==> config.mk <==
export PLATFORM = sky130hd
export DESIGN_NAME = sram_boundary_scan_tap
export DESIGN_NICKNAME = d
export VERILOG_FILES = /design/src/hw/pin_sync.v /design/src/hw/sram_boundary_scan_tap.v
export VERILOG_INCLUDE_DIRS = /design/src /design/src/shared
export SDC_FILE = /design/constraint.sdc
export NUM_CORES = 1
export LEC_CHECK = 0
export BUFFER_PORTS_ARGS = -buffer_cell sky130_fd_sc_hd__buf_2
export CAP_MARGIN = 20
export CORE_MARGIN = 3
export CORE_UTILIZATION = 51
export DETAILED_ROUTE_END_ITERATION = 6
export PLACE_DENSITY = 0.69
export REMOVE_ABC_BUFFERS = 1
export SYNTH_ARGS = -nofsm -noshare
export SYNTH_HDL_FRONTEND = slang
export SYNTH_SLANG_ARGS = --single-unit
==> constraint.sdc <==
create_clock -name sys_clk -period 3.1 [get_ports sys_clk]
set_input_delay 0.155 -clock sys_clk [delete_from_list [all_inputs] [get_ports sys_clk]]
set_output_delay 0.155 -clock sys_clk [all_outputs]
set_load 0.05 [all_outputs]
==> src/shared/tap_regs.vh <==
// Constants of the test access port: instruction codes, widths and ID word layout.
`ifndef TAP_REGS_VH
`define TAP_REGS_VH
`define IR_WIDTH        3
`define IR_CAPTURE_BITS 2'h1
`define INS_EXTEST      3'h0
`define INS_IDCODE      3'h1
`define INS_SAMPLE_Z    3'h2
`define INS_RSVD_A      3'h3
`define INS_SAMPLE_PRE  3'h4
`define INS_PRIVATE     3'h5
`define INS_RSVD_B      3'h6
`define INS_BYPASS      3'h7
`define ID_WIDTH        32
`define ID_VENDOR_LSB   1
`define ID_VENDOR_MSB   11
`define ID_PRESENCE_BIT 0
`define RESET_TMS_EDGES 5
`endif

==> src/hw/pin_sync.v <==
// Two-stage synchroniser for a group of asynchronous pin inputs.
`timescale 1ns/100ps
module pin_sync #(
   parameter WIDTH = 1
) (
   // Clock and reset.
   input  wire             sys_clk,
   input  wire             rst,
   // Pins in and synchronised copies out.
   input  wire [WIDTH-1:0] async_in,
   output reg  [WIDTH-1:0] sync_out
);
   reg [WIDTH-1:0] meta_q;

   // The first stage feeds only the second, so a metastable level never reaches logic.
   always @(posedge sys_clk) begin
      if (rst) begin
         meta_q   <= {WIDTH{1'b1}};
         sync_out <= {WIDTH{1'b1}};
      end else begin
         meta_q   <= async_in;
         sync_out <= meta_q;
      end
   end
endmodule

==> src/hw/sram_boundary_scan_tap.v <==
// Test access port controller with instruction, ID, bypass and boundary registers.
`timescale 1ns/100ps
`include "tap_regs.vh"
// What this block does
// - Capture-IR loads low bits with 01
// - Shift-IR shifts instruction between TDI, TDO
// - New instruction active only at Update-IR
// - Codes read MSB left, LSB right
// - Code 000 selects EXTEST, boundary register
// - Code 001 IDCODE captures and shifts ID
// - IDCODE loaded at reset and test-logic-reset
// - Code 010 floats outputs, boundary register shifts
// - Reserved codes 011, 110 act as bypass
// - Code 100 samples pins into boundary register
// - Code 111 puts bypass bit in path
// - Unattached boundary cells capture fixed defaults
// - EXTEST never overrides RAM input pins
// - EXTEST drives boundary outputs at Update-IR fall
// - EXTEST captures pins and defaults on rise
// - Instruction register is three bits
// - Five high TMS edges reset controller
// - TMS/TDI on rise, TDO after fall
// - Device_identification_word 32 bits, LSB first
module sram_boundary_scan_tap #(
   parameter                       N_IN   = 8,
   parameter                       N_OUT  = 8,
   parameter                       N_FIX  = 2,
   parameter [10:0]                VENDOR = 11'h2A5,   // Arbitrary neutral value.
   parameter [N_FIX-1:0]           FIX_DEFAULT = {N_FIX{1'b1}}
) (
   // System clock and reset.
   input  wire                     sys_clk,
   input  wire                     rst,
   // Test port pins.
   input  wire                     tck,
   input  wire                     tms,
   input  wire                     tdi,
   output reg                      tdo,
   output reg                      tdo_oe,
   // RAM side: input and I/O pin levels, functional output data.
   input  wire [N_IN-1:0]          ram_pins_in,
   input  wire [N_OUT-1:0]         ram_core_out,
   input  wire                     ram_core_oe,
   // RAM output driver control.
   output reg  [N_OUT-1:0]         ram_drive_out,
   output reg                      ram_drive_oe,
   // Current instruction, for observation.
   output reg  [`IR_WIDTH-1:0]     active_ins
);
   localparam BSR_LEN = N_IN + N_OUT + N_FIX;
   // One-hot TAP states.
   localparam [15:0] S_TLR = 16'h0001, S_RTI = 16'h0002, S_SDR = 16'h0004, S_CDR = 16'h0008,
                     S_SHD = 16'h0010, S_E1D = 16'h0020, S_PDR = 16'h0040, S_E2D = 16'h0080,
                     S_UDR = 16'h0100, S_SIR = 16'h0200, S_CIR = 16'h0400, S_SHI = 16'h0800,
                     S_E1I = 16'h1000, S_PIR = 16'h2000, S_E2I = 16'h4000, S_UIR = 16'h8000;

   wire [2:0]          pins_s;
   reg                 tck_q;
   reg  [15:0]         state_q, state_d;
   reg  [`IR_WIDTH-1:0] ir_sh_q;
   reg  [`ID_WIDTH-1:0] id_q;
   reg                 byp_q;
   reg  [BSR_LEN-1:0]  bsr_q;
   reg  [N_OUT-1:0]    upd_q;
   reg                 tdo_d;
   reg                 ext_drive_q;
   wire                rise = pins_s[2] & ~tck_q;
   wire                fall = ~pins_s[2] & tck_q;
   wire                tms_s = pins_s[1];
   wire                tdi_s = pins_s[0];
   wire [`ID_WIDTH-1:0] id_rom = {20'h00000, VENDOR, 1'b1};

   // Decode the boundary register users; reserved and private codes fall to bypass.
   function [1:0] path_sel;
      input [`IR_WIDTH-1:0] ins;
      begin
         case (ins)
            `INS_EXTEST, `INS_SAMPLE_Z, `INS_SAMPLE_PRE: path_sel = 2'h2;
            `INS_IDCODE: path_sel = 2'h1;
            default: path_sel = 2'h0;
         endcase
      end
   endfunction

   // Pins pass two flip-flops; TCK edges are found from the synchronised copy.
   pin_sync #(.WIDTH(3)) u_sync (
      .sys_clk  (sys_clk),
      .rst      (rst),
      .async_in ({tck, tms, tdi}),
      .sync_out (pins_s)
   );

   // Next TAP state on a TCK rising edge.
   always @* begin
      case (state_q)
         S_TLR: state_d = tms_s ? S_TLR : S_RTI;
         S_RTI: state_d = tms_s ? S_SDR : S_RTI;
         S_SDR: state_d = tms_s ? S_SIR : S_CDR;
         S_CDR: state_d = tms_s ? S_E1D : S_SHD;
         S_SHD: state_d = tms_s ? S_E1D : S_SHD;
         S_E1D: state_d = tms_s ? S_UDR : S_PDR;
         S_PDR: state_d = tms_s ? S_E2D : S_PDR;
         S_E2D: state_d = tms_s ? S_UDR : S_SHD;
         S_UDR: state_d = tms_s ? S_SDR : S_RTI;
         S_SIR: state_d = tms_s ? S_TLR : S_CIR;
         S_CIR: state_d = tms_s ? S_E1I : S_SHI;
         S_SHI: state_d = tms_s ? S_E1I : S_SHI;
         S_E1I: state_d = tms_s ? S_UIR : S_PIR;
         S_PIR: state_d = tms_s ? S_E2I : S_PIR;
         S_E2I: state_d = tms_s ? S_UIR : S_SHI;
         S_UIR: state_d = tms_s ? S_SDR : S_RTI;
         default: state_d = S_TLR;
      endcase
   end

   // Five high TMS edges reach reset from any state through the graph above.
   always @(posedge sys_clk) begin
      if (rst) begin
         // The synchroniser resets high, so the edge finder must too, or a false rise follows reset.
         tck_q   <= 1'b1;
         state_q <= S_TLR;
      end else begin
         tck_q <= pins_s[2];
         if (rise)
            state_q <= state_d;
      end
   end

   // Capture and shift on rising TCK edges.
   always @(posedge sys_clk) begin
      if (rst) begin
         ir_sh_q <= `INS_IDCODE;
         id_q    <= {`ID_WIDTH{1'b0}};
         byp_q   <= 1'b0;
         bsr_q   <= {BSR_LEN{1'b0}};
      end else if (rise) begin
         if (state_q == S_CIR)
            ir_sh_q <= {1'b0, `IR_CAPTURE_BITS};
         else if (state_q == S_SHI)
            ir_sh_q <= {tdi_s, ir_sh_q[`IR_WIDTH-1:1]};
         if (state_q == S_CDR) begin
            id_q  <= id_rom;
            byp_q <= 1'b0;
            // Pins, output cells and fixed defaults captured.
            if (path_sel(active_ins) == 2'h2)
               bsr_q <= {FIX_DEFAULT, ram_core_out, ram_pins_in};
         end else if (state_q == S_SHD) begin
            id_q  <= {tdi_s, id_q[`ID_WIDTH-1:1]};
            byp_q <= tdi_s;
            bsr_q <= {tdi_s, bsr_q[BSR_LEN-1:1]};
         end
      end
   end

   // Instruction changes at Update-IR or reset only; outputs update on fall.
   always @(posedge sys_clk) begin
      if (rst) begin
         active_ins  <= `INS_IDCODE;
         upd_q       <= {N_OUT{1'b0}};
         ext_drive_q <= 1'b0;
      end else if (fall) begin
         if (state_q == S_TLR)
            active_ins <= `INS_IDCODE;
         else if (state_q == S_UIR)
            active_ins <= ir_sh_q;
         if (state_q == S_UIR || state_q == S_UDR)
            upd_q <= bsr_q[N_IN+N_OUT-1:N_IN];
         if (state_q == S_TLR)
            ext_drive_q <= 1'b0;
         else if (state_q == S_UIR)
            ext_drive_q <= (ir_sh_q == `INS_EXTEST);
      end
   end

   always @* begin
      tdo_d = byp_q;
      if (state_q == S_SHI)
         tdo_d = ir_sh_q[0];
      else if (path_sel(active_ins) == 2'h1)
         tdo_d = id_q[0];
      else if (path_sel(active_ins) == 2'h2)
         tdo_d = bsr_q[0];
   end

   // TDO launched on falling TCK, enabled only in shift states.
   always @(posedge sys_clk) begin
      if (rst) begin
         tdo    <= 1'b0;
         tdo_oe <= 1'b0;
      end else if (fall) begin
         tdo    <= tdo_d;
         tdo_oe <= (state_q == S_SHI) || (state_q == S_SHD);
      end
   end

   // RAM inputs are never touched; floats outputs; EXTEST drives cells.
   always @(posedge sys_clk) begin
      if (rst) begin
         ram_drive_out <= {N_OUT{1'b0}};
         ram_drive_oe  <= 1'b0;
      end else if (active_ins == `INS_SAMPLE_Z) begin
         ram_drive_out <= ram_core_out;
         ram_drive_oe  <= 1'b0;
      end else if (ext_drive_q) begin
         ram_drive_out <= upd_q;
         ram_drive_oe  <= 1'b1;
      end else begin
         ram_drive_out <= ram_core_out;
         ram_drive_oe  <= ram_core_oe;
      end
   end
endmodule

==> results_dict.tcl, run 1 <==
set metrics [dict create \
    dp_hpwl_mm 5.69 \
    grt_max_degree 100 \
    yosysMostFrequentCell "dfxtp_1" \
    cts_sinks 99 \
    crit_path_max_fanout 34 \
    grt_pass1_wl_mm 15.2 \
    drc 0 \
    setup_viol 0 \
    clockPowerShare_pct 34.1 \
    ios 36 \
    placementRows 32 \
    finalWirelength_mm 8.65 \
    drv_slew 0 \
    vias 3498 \
    synth_top_flop_cell "dfxtp_1" \
    switching_power_mw 0.503 \
    wl_per_cell_um 14.1 \
    synth_edf_count 0 \
    drv_cap 0 \
    synthArstFlopShare_pct 0 \
    p_leak_nw 1.79 \
    cp_slowest_stage_delay_ns 0.66 \
    layout-drive-gt1-share_pct 16.6 \
    h-tree-depth 3 \
    ys_types 45 \
    grt_overflow 0 \
    power_frac_seq_pct 61.0 \
    cts_tree "built" \
    min_period_over_period_pct 80.3 \
    place_area_mm2 0.00449 \
    cts_buffers 9 \
    synth_area_leaders "dfxtp_1 (46%), mux2i_1 (8.1%), nor2_1 (6.5%)" \
    gp_congestion 0.857 \
    crit_family "simple AND/OR/NAND/NOR gates" \
    p_total_mw 2.11 \
    tns_ns 0 \
    initial_core_util_pct 54.3 \
    first_global_vias 3243 \
    die_h_um 98.1 \
    post-place-ws_ns 0.602 \
    antenna_cells 0 \
    peakVddDrop_v 0.000282 \
    fp.dieArea_mm2 0.00962 \
    critPathKind "flip-flop to flip-flop" \
    grt_use_total_pct 18.4 \
    ctsHoldBuffers 3 \
    synth_area_leader_cell "dfxtp_1" \
    cts_buffer_depth 2 \
    yosys.area.top_type_share_pct 45.8 \
    cp.required_ns 3.29 \
    netlist_top_cells_count "dfxtp_1 (99), nor2_1 (75), nand2_1 (38)" \
    ys_seq_area_share_pct 45.8 \
    antenna_found_initial 0 \
    viasPerCell 5.71 \
    status "finished, final reports clean" \
    avgSynthCellArea_um2 8.77 \
    critPathBufInv 1 \
    hp-class "primary input to flip-flop" \
    drtAntennaViolNets 0 \
    syn_inst 493 \
    post_cts_buffers 0 \
    drt_iter0_markers 265 \
    dr.pass1.iters 5 \
    rsz0062_at_grt "false" \
    cts.reportedPaths.clkPinSlew_ns 0.10 \
    cts.repair.resized 0 \
    coreArea_mm2 0.00797 \
    powerDensity_mw_per_mm2 450 \
    slew_headroom_pct 30.3 \
    syn_to_final_growth_pct 8.57 \
    ys_seq_elements 99 \
    cp.arrival_ns 2.68 \
    root_buffer "clkbuf_8" \
    switching_share_pct 23.8 \
    crit_path_start_kind "flip-flop" \
    numPortBuffers 35 \
    worst_pin_slew_ns 1.05 \
    cp_slowest_cell "or4_1" \
    fmax_ghz 0.401 \
    hold_viol 0 \
    yosys_warnings 0 \
    intPower_mw 1.61 \
    crit_path_end_kind "flip-flop" \
    period_minus_slack_ns 2.49 \
    finClkSkew_ns 0.0173 \
    design_area_mm2 0.00469 \
    nNetsFinal 528 \
    path_cells "or4_1 -> nor3_4 -> nand4b_4 -> o21a_1 -> buf_4 -> nor2_1 -> a211oi_2" \
    die_width_um 98.1 \
    syn-cell-area_mm2 0.00432 \
    pwr-share-comb_pct 4.9 \
    setup_slack_ns 0.609 \
    clkLatencyLatePin_ns 0.35 \
]
==> per-layer routing <==
metal | wire length (um) | up-vias | track usage (%)
li1 | - | 1774 | -
met1 | 4160 | 1614 | 25.9
met3 | 415 | 8 | 3.71
met4 | 99 | 0 | 5.75
met2 | 3980 | 102 | 28.5
met5 | 0 | - | 0
==> path summary, 6_finish.rpt <==
| kind | cells after the start | from | endpoint | slack [ns] |
|---|---|---|---|---|
| worst max register to register | 7 | state_q[8]$_SDFFE_PP0P_ | bsr_q[15]$_SDFFE_PP0P_ | 0.61 |
| worst min-delay path | 3 | ram_core_out[7] | ram_drive_out[7]$_SDFF_PP0_ | 0.06 |
| worst max-delay path | 7 | state_q[8]$_SDFFE_PP0P_ | bsr_q[15]$_SDFFE_PP0P_ | 0.61 |
| worst min register to register | 1 | u_sync.meta_q[2]$_SDFF_PP1_ | u_sync.sync_out[2]$_SDFF_PP1_ | 0.42 |
==> sequential cells by signal, indices dropped and copies added, names as in the netlist, 3 cells and up <==
name,cells
id_q,32
bsr_q,18
state_q,16
ram_drive_out,8
upd_q,8
active_ins,3
ir_sh_q,3
u_sync.meta_q,3
u_sync.sync_out,3
==> cells by family (layout without fill, tap and decap cells) <==
| group | Yosys count | after routing | synth area share, % |
|---|---|---|---|
| AND/OR/NAND/NOR | 226 | 226 | 26.4 |
| flip-flops | 99 | 99 | 45.8 |
| AO/OA/AOI/OAI | 83 | 83 | 14.0 |
| buffers and inverters | 44 | 62 | 4.40 |
| multiplexers | 35 | 35 | 8.10 |
| XOR/XNOR | 6 | 6 | 1.22 |
==> stage by stage <==
| stage | hold slack (ns) | std cells | utilization [%] |
|---|---|---|---|
| floorplan | 0.220 | 450 | - |
| CTS | 0.0430 | 613 | 58.9 |
| global placement | 0.339 | 594 | 56.4 |
| finish | 0.0572 | 613 | 58.9 |
| detailed placement | 0.339 | 594 | 56.4 |
| global route | 0.0776 | 613 | 58.9 |
==> area by class of cell <==
type	instances	area [um^2]
inverters	1	3.75
well taps	102	128
clock inverters	5	37.5
flip-flops and latches	99	1980
repair buffers	45	260
fillers	726	3270
clock buffers	11	131
multi-input cells	350	2150
==> tightest hold or removal path, stage by stage <==
cell     delay, ns
buf_2         0.09
mux2i_1       0.06
nor2_1        0.08
==> power by group through the flow <==
| stage | registers [mW] | clock network, mW | logic [mW] |
|---|---|---|---|
| floorplan | 1.34 | 0 | 0.0238 |
| global placement | 1.32 | 0 | 0.101 |
| detailed placement | 1.32 | 0 | 0.101 |
| CTS | 1.29 | 0.745 | 0.104 |
| global route | 1.29 | 0.797 | 0.112 |
| finish | 1.29 | 0.720 | 0.104 |
==> layout by cell type, fill, tap and decap left out, drive strengths merged, types with 5 or more instances in the layout <==
master   n
mux2i   35
or2      8
nand3   29
nand2   38
a32oi    5
nor3b    5
clkbuf  11
nand4b   5
nor2    76
a21oi   37
or4      6
buf     42
a211oi  20
nor3    28
dfxtp   99
nor4     8
a22oi    7
Power figures use the tool's default switching activity.
==> run 2, diff against run 1 <==
- ABC_AREA: default -> 1
- clock period: 3.1 -> 2.5 ns (I/O delays scaled with it)
==> run 2 against run 1 <==
Synthesized area increased by 0.64%. Routed wire length increased by 5.5%. Clock power rose by 50%. Highest routed layer unchanged.
==> results_dict.tcl, run 2 <==
set metrics [dict create \
    grt_use_total_pct 19.5 \
    critPathBufInv 1 \
    peakVddDrop_v 0.000381 \
    synth_area_leaders "dfxtp_1 (46%), nand2_1 (13%), a21oi_1 (7.7%)" \
    first_global_vias 3532 \
    ys_seq_elements 99 \
    critPathKind "flip-flop to flip-flop" \
    worst_pin_slew_ns 0.839 \
    synth_top_family_by_area "simple AND/OR/NAND/NOR gates" \
    h-tree-depth 3 \
    cts_buffers 9 \
    ys_seq_area_share_pct 45.6 \
    top_regs "id_q (32), bsr_q (18), state_q (16)" \
    synth_top_flop_cell "dfxtp_1" \
    drtAntennaViolNets 0 \
    fill_cells 802 \
    finalWirelength_mm 9.13 \
    grt_max_degree 59 \
    post-place-ws_ns 0.421 \
    synth_area_leader_cell "dfxtp_1" \
    largest_reg_flops 32 \
    syn-cell-area_mm2 0.00435 \
    layout_commonest_cell "nand2_1" \
    p_leak_nw 2.07 \
    grt_pass1_wl_mm 15.8 \
    crit_path_max_fanout 29 \
    setup_slack_ns 0.409 \
    muxShareOfSynthArea_pct 0 \
    final_cell_mix "nand2_1 (148), dfxtp_1 (99), nor2_1 (83)" \
    die_h_um 98.4 \
    multi_input_area_mm2 0.00204 \
    drt_iter0_markers 202 \
    viasPerCell 5.10 \
    yosys_warnings 0 \
    wl_met1_mm 4.31 \
    status "finished, final reports clean" \
    placementRows 33 \
    cp.arrival_ns 2.35 \
    highest_layer "met4" \
    finClkSkew_ns 0.0135 \
    synth_edf_count 0 \
    crit_path_end_kind "flip-flop" \
    synth_xor_area_share_pct 0 \
    coreArea_mm2 0.00826 \
    synth-simple-area-share_pct 32.4 \
    powerDensity_mw_per_mm2 591 \
    syn_to_final_growth_pct 11.2 \
    slew_headroom_pct 44.0 \
    antenna_found_initial 0 \
    netlist_top_cells_count "nand2_1 (148), dfxtp_1 (99), nor2_1 (83)" \
    yosysMostFrequentCell "nand2_1" \
    cts_sinks 99 \
    cp_slowest_cell "dfxtp_1" \
    period_minus_slack_ns 2.09 \
    min_period_over_period_pct 83.6 \
    rsz0062_at_grt "false" \
    cts_buffer_depth 2 \
    crit_path_start_kind "flip-flop" \
    cp_slowest_stage_delay_ns 0.34 \
    dr.pass1.iters 5 \
    drv_cap 0 \
    regArea_mm2 0.00198 \
    root_buffer "clkbuf_8" \
    drv_slew 0 \
    top_register "id_q" \
    ys_types 31 \
    synthArstFlopShare_pct 0 \
    cts.reportedPaths.clkPinSlew_ns 0.11 \
    setup_viol 0 \
    dp_cells 718 \
    synth_compound_area_share_pct 14.5 \
    initial_core_util_pct 52.7 \
    path_cells "nor2_2 -> nand2_2 -> nor2_8 -> nand2_4 -> nand2_8 -> nand2_4 -> nor2_8 -> inv_8 -> nor2_1 -> nor2_1" \
    cp.required_ns 2.76 \
    hold_viol 0 \
    antenna_cells 0 \
    nNetsFinal 653 \
    gp_congestion 0.805 \
    layout-drive-gt1-share_pct 14.9 \
    dr_wl_met2_mm 4.33 \
    instances_no_fill 741 \
    fmax_ghz 0.478 \
    tns_ns 0 \
    clkLatencyLatePin_ns 0.36 \
    ios 36 \
    synthAdderAreaFrac_pct 0 \
    met3_length_um 375 \
    hp-class "primary input to flip-flop" \
    grt_overflow 0 \
    vias 3779 \
    drc 0 \
    yosys.area.top_type_share_pct 45.6 \
    wl_per_cell_um 12.3 \
    syn_inst 597 \
    numPortBuffers 35 \
    crit_family "simple AND/OR/NAND/NOR gates" \
    die_width_um 98.4 \
    cts_tree "built" \
    avgSynthCellArea_um2 7.29 \
    fp.dieArea_mm2 0.00967 \
    post_cts_buffers 0 \
    dp_hpwl_mm 6.25 \
]
run 2: logic make-up (layout without fill, tap and decap cells):
group                  after synthesis  count (layout)
AOI/OAI and AO/OA                  124             124
buffers and inverters               70             109
DFF                                 99              99
and+or+nand+nor                    304             304
run 2: stage by stage:
| step | power (mW) | hold WS [ns] | utilization, % | instance area [um^2] |
|---|---|---|---|---|
| floorplan | 1.74 | 0.194 | - | 4200 |
| global placement | 1.80 | 0.307 | 55.1 | 4550 |
| detailed placement | 1.80 | 0.310 | 55.1 | 4550 |
| CTS | 2.89 | 0.00885 | 58.6 | 4840 |
| global route | 2.96 | 0.0169 | 58.6 | 4840 |
| finish | 2.86 | 0.0193 | 58.6 | 4840 |
run 2: metal layers:
layer	up-vias	global-route usage [%]
li1	1972	-
met1	1720	25.2
met2	75	32.7
met3	12	4.21
met4	0	6.20
met5	-	0
run 2: repair_timing:
item	4_1_cts	5_1_grt
setup endpoints to repair	0	0
hold endpoints to repair	7	0
hold buffers	7	0
resized for setup	0	0
run 2: cell type report:
cell class | instances | share of cell area (%)
Clock buffer | 9 | 2.56
Multi-Input combinational cell | 428 | 42.1
Clock inverter | 7 | 1.91
Timing Repair Buffer | 48 | 6.00
Inverter | 45 | 3.70
Tap cell | 105 | 2.72
Sequential cell | 99 | 41.0
run 2: final timing paths:
path	slack (ns)	to	cells after the start	startpoint
max	0.41	bsr_q[9]$_SDFFE_PP0P_	10	state_q[10]$_SDFFE_PP0P_
min	0.02	ram_drive_out[0]$_SDFF_PP0_	3	ram_core_out[0]
max reg2reg	0.41	bsr_q[9]$_SDFFE_PP0P_	10	state_q[10]$_SDFFE_PP0P_
min reg2reg	0.42	u_sync.sync_out[0]$_SDFF_PP1_	1	u_sync.meta_q[0]$_SDFF_PP1_
run 2: power by group:
group | switching [mW] | total, mW | internal (mW)
clock | 0.596 | 1.08 | 0.488
combinational | 0.118 | 0.168 | 0.0503
sequential | 0.00902 | 1.60 | 1.60
run 2: worst min-delay path, cell delays in order:
cell,delay [ns]
buf_2,0.08
inv_1,0.05
a21oi_1,0.10
==> run 3, diff against run 2 <==
- clock period: 2.5 -> 2.1 ns (I/O delays scaled with it)
==> run 3 against run 2 <==
Register-to-register slack worse by 0.23 ns. Routed wire length is 2.8% lower. First-iteration DRC count fell by 7.9%. Critical path depth stayed put. Utilization barely moved.
==> results_dict.tcl, run 3 (synthesized netlist as in run 2, its figures left out) <==
set metrics [dict create \
    status "finished, final reports clean" \
    crit_path_end_kind "flip-flop" \
    period_minus_slack_ns 1.92 \
    drv_slew 0 \
    cp.arrival_ns 2.17 \
    coreArea_mm2 0.00826 \
    min_period_over_period_pct 91.5 \
    critPathKind "flip-flop to flip-flop" \
    fmax_ghz 0.520 \
    antenna_cells 0 \
    syn_to_final_growth_pct 11.1 \
    worst_pin_slew_ns 0.536 \
    finClkSkew_ns 0.00797 \
    initial_core_util_pct 52.7 \
    drv_cap 0 \
    crit_family "simple AND/OR/NAND/NOR gates" \
    numPortBuffers 35 \
    peakVddDrop_v 0.000341 \
    top_register "id_q" \
    largest_reg_flops 32 \
    viasPerCell 5.11 \
    fp.dieArea_mm2 0.00967 \
    rsz0062_at_grt "false" \
    h-tree-depth 3 \
    drtAntennaViolNets 0 \
    tns_ns 0 \
    layout-drive-gt1-share_pct 14.9 \
    cts.reportedPaths.clkPinSlew_ns 0.09 \
    powerDensity_mw_per_mm2 685 \
    cp.required_ns 2.35 \
    critPathBufInv 1 \
    fill_cells 801 \
    final_cell_mix "nand2_1 (148), dfxtp_1 (99), nor2_1 (83)" \
    setup_viol 0 \
    grt_pass1_wl_mm 15.5 \
    grt_max_degree 42 \
    top_regs "id_q (32), bsr_q (18), state_q (16)" \
    finalWirelength_mm 8.87 \
    hold_viol 0 \
    layout_commonest_cell "nand2_1" \
    post_cts_buffers 0 \
    cts_buffers 9 \
    crit_path_start_kind "flip-flop" \
    crit_path_max_fanout 19 \
    dr.pass1.iters 5 \
    die_width_um 98.4 \
    slew_headroom_pct 64.3 \
    cts_sinks 99 \
    antenna_found_initial 0 \
    wl_per_cell_um 12.0 \
    dp_hpwl_mm 6.08 \
    gp_congestion 0.835 \
    grt_overflow 0 \
    cp_slowest_stage_delay_ns 0.36 \
    nNetsFinal 656 \
    drc 0 \
    p_leak_nw 2.07 \
    grt_use_total_pct 19.1 \
    cts_buffer_depth 2 \
    cpMostUsedCell "nand2_4" \
    first_global_vias 3434 \
    ios 36 \
    final_util_pct 58.5 \
    path_cells "nor2_2 -> nand2_4 -> nor2_8 -> nand2_4 -> nand2_8 -> nand2_4 -> nor2_8 -> inv_8 -> nor2_1 -> nor2_1" \
    cp_slowest_cell "dfxtp_1" \
    hp-class "primary input to flip-flop" \
    drt_iter0_markers 186 \
    clkLatencyLatePin_ns 0.35 \
    cts_tree "built" \
    root_buffer "clkbuf_8" \
    die_h_um 98.4 \
    placementRows 33 \
    vias 3793 \
]
run 3: cell count changes in the layout (fill, tap and decap cells not counted):
cell           previous run  this run
inv_8                     3         1
dlygate4sd3_1             7         8
clkbuf_8                  9        10
clkinv_8                  1         0
clkinv_2                  0         1
clkinvlp_4                2         1
buf_4                     6         8
run 3: what timing repair did:
item / 4_1_cts / 5_1_grt
hold buffers: 8 / 0
resized for setup: 0 / 0
hold endpoints to repair: 8 / 0
endpoints found under the setup margin: 0 / 0
run 3: stage by stage:
step | area [um^2] | setup slack (ns) | instances | power [mW] | hold WS [ns]
CTS | 4830 | 0.154 | 742 | 3.35 | 0.000172
global placement | 4560 | 0.248 | 720 | 2.14 | 0.287
floorplan | 4200 | 0.161 | 572 | 2.07 | 0.174
detailed placement | 4560 | 0.204 | 720 | 2.14 | 0.290
finish | 4830 | 0.177 | 742 | 3.31 | 0.00937
global route | 4830 | 0.00661 | 742 | 3.45 | 0.0182
run 3: path summary, 6_finish.rpt:
kind                                                   from                             to  slack (ns)  depth (start not counted)
worst max register to register      state_q[6]$_SDFFE_PP0P_          bsr_q[9]$_SDFFE_PP0P_        0.18                         10
worst min-delay path                        ram_core_out[3]    ram_drive_out[3]$_SDFF_PP0_       0.009                          3
worst min register to register  u_sync.meta_q[2]$_SDFF_PP1_  u_sync.sync_out[2]$_SDFF_PP1_        0.41                          1
worst max-delay path                state_q[6]$_SDFFE_PP0P_          bsr_q[9]$_SDFFE_PP0P_        0.18                         10
run 3: per-layer routing:
metal | part of all wire, % | track usage [%] | up-vias | wire [um]
met5 | 0 | 0 | - | 0
met4 | 1.4 | 6.72 | 0 | 126
met3 | 5.3 | 3.86 | 8 | 469
met2 | 46 | 31.5 | 99 | 4070
met1 | 47 | 24.9 | 1701 | 4210
li1 | - | - | 1985 | -
run 3: worst register-to-register path, delay by kind of cell, from the launching register on:
kind | cells | cell delay, ns
and+or+nand+nor | 9 | 1.35
DFF | 1 | 0.36
buffers and inverters | 1 | 0.12
run 3: report_power, final:
group	internal (mW)	leakage, nW	switching (mW)	total [mW]
Sequential	1.90	0.802	0.0102	1.91
Clock	0.573	0.0946	0.628	1.20
Combinational	0.0610	1.18	0.139	0.200
run 3: final cells by class:
cell class                 count  area, um^2  area share, %
tap                          105         131           2.72
inverter                      45         179           3.70
sequential                    99        1980           41.0
clock inverter                 4        51.3           1.06
timing repair buffer          51         315           6.52
clock buffer                  10         138           2.85
multi-input combinational    428        2040           42.1
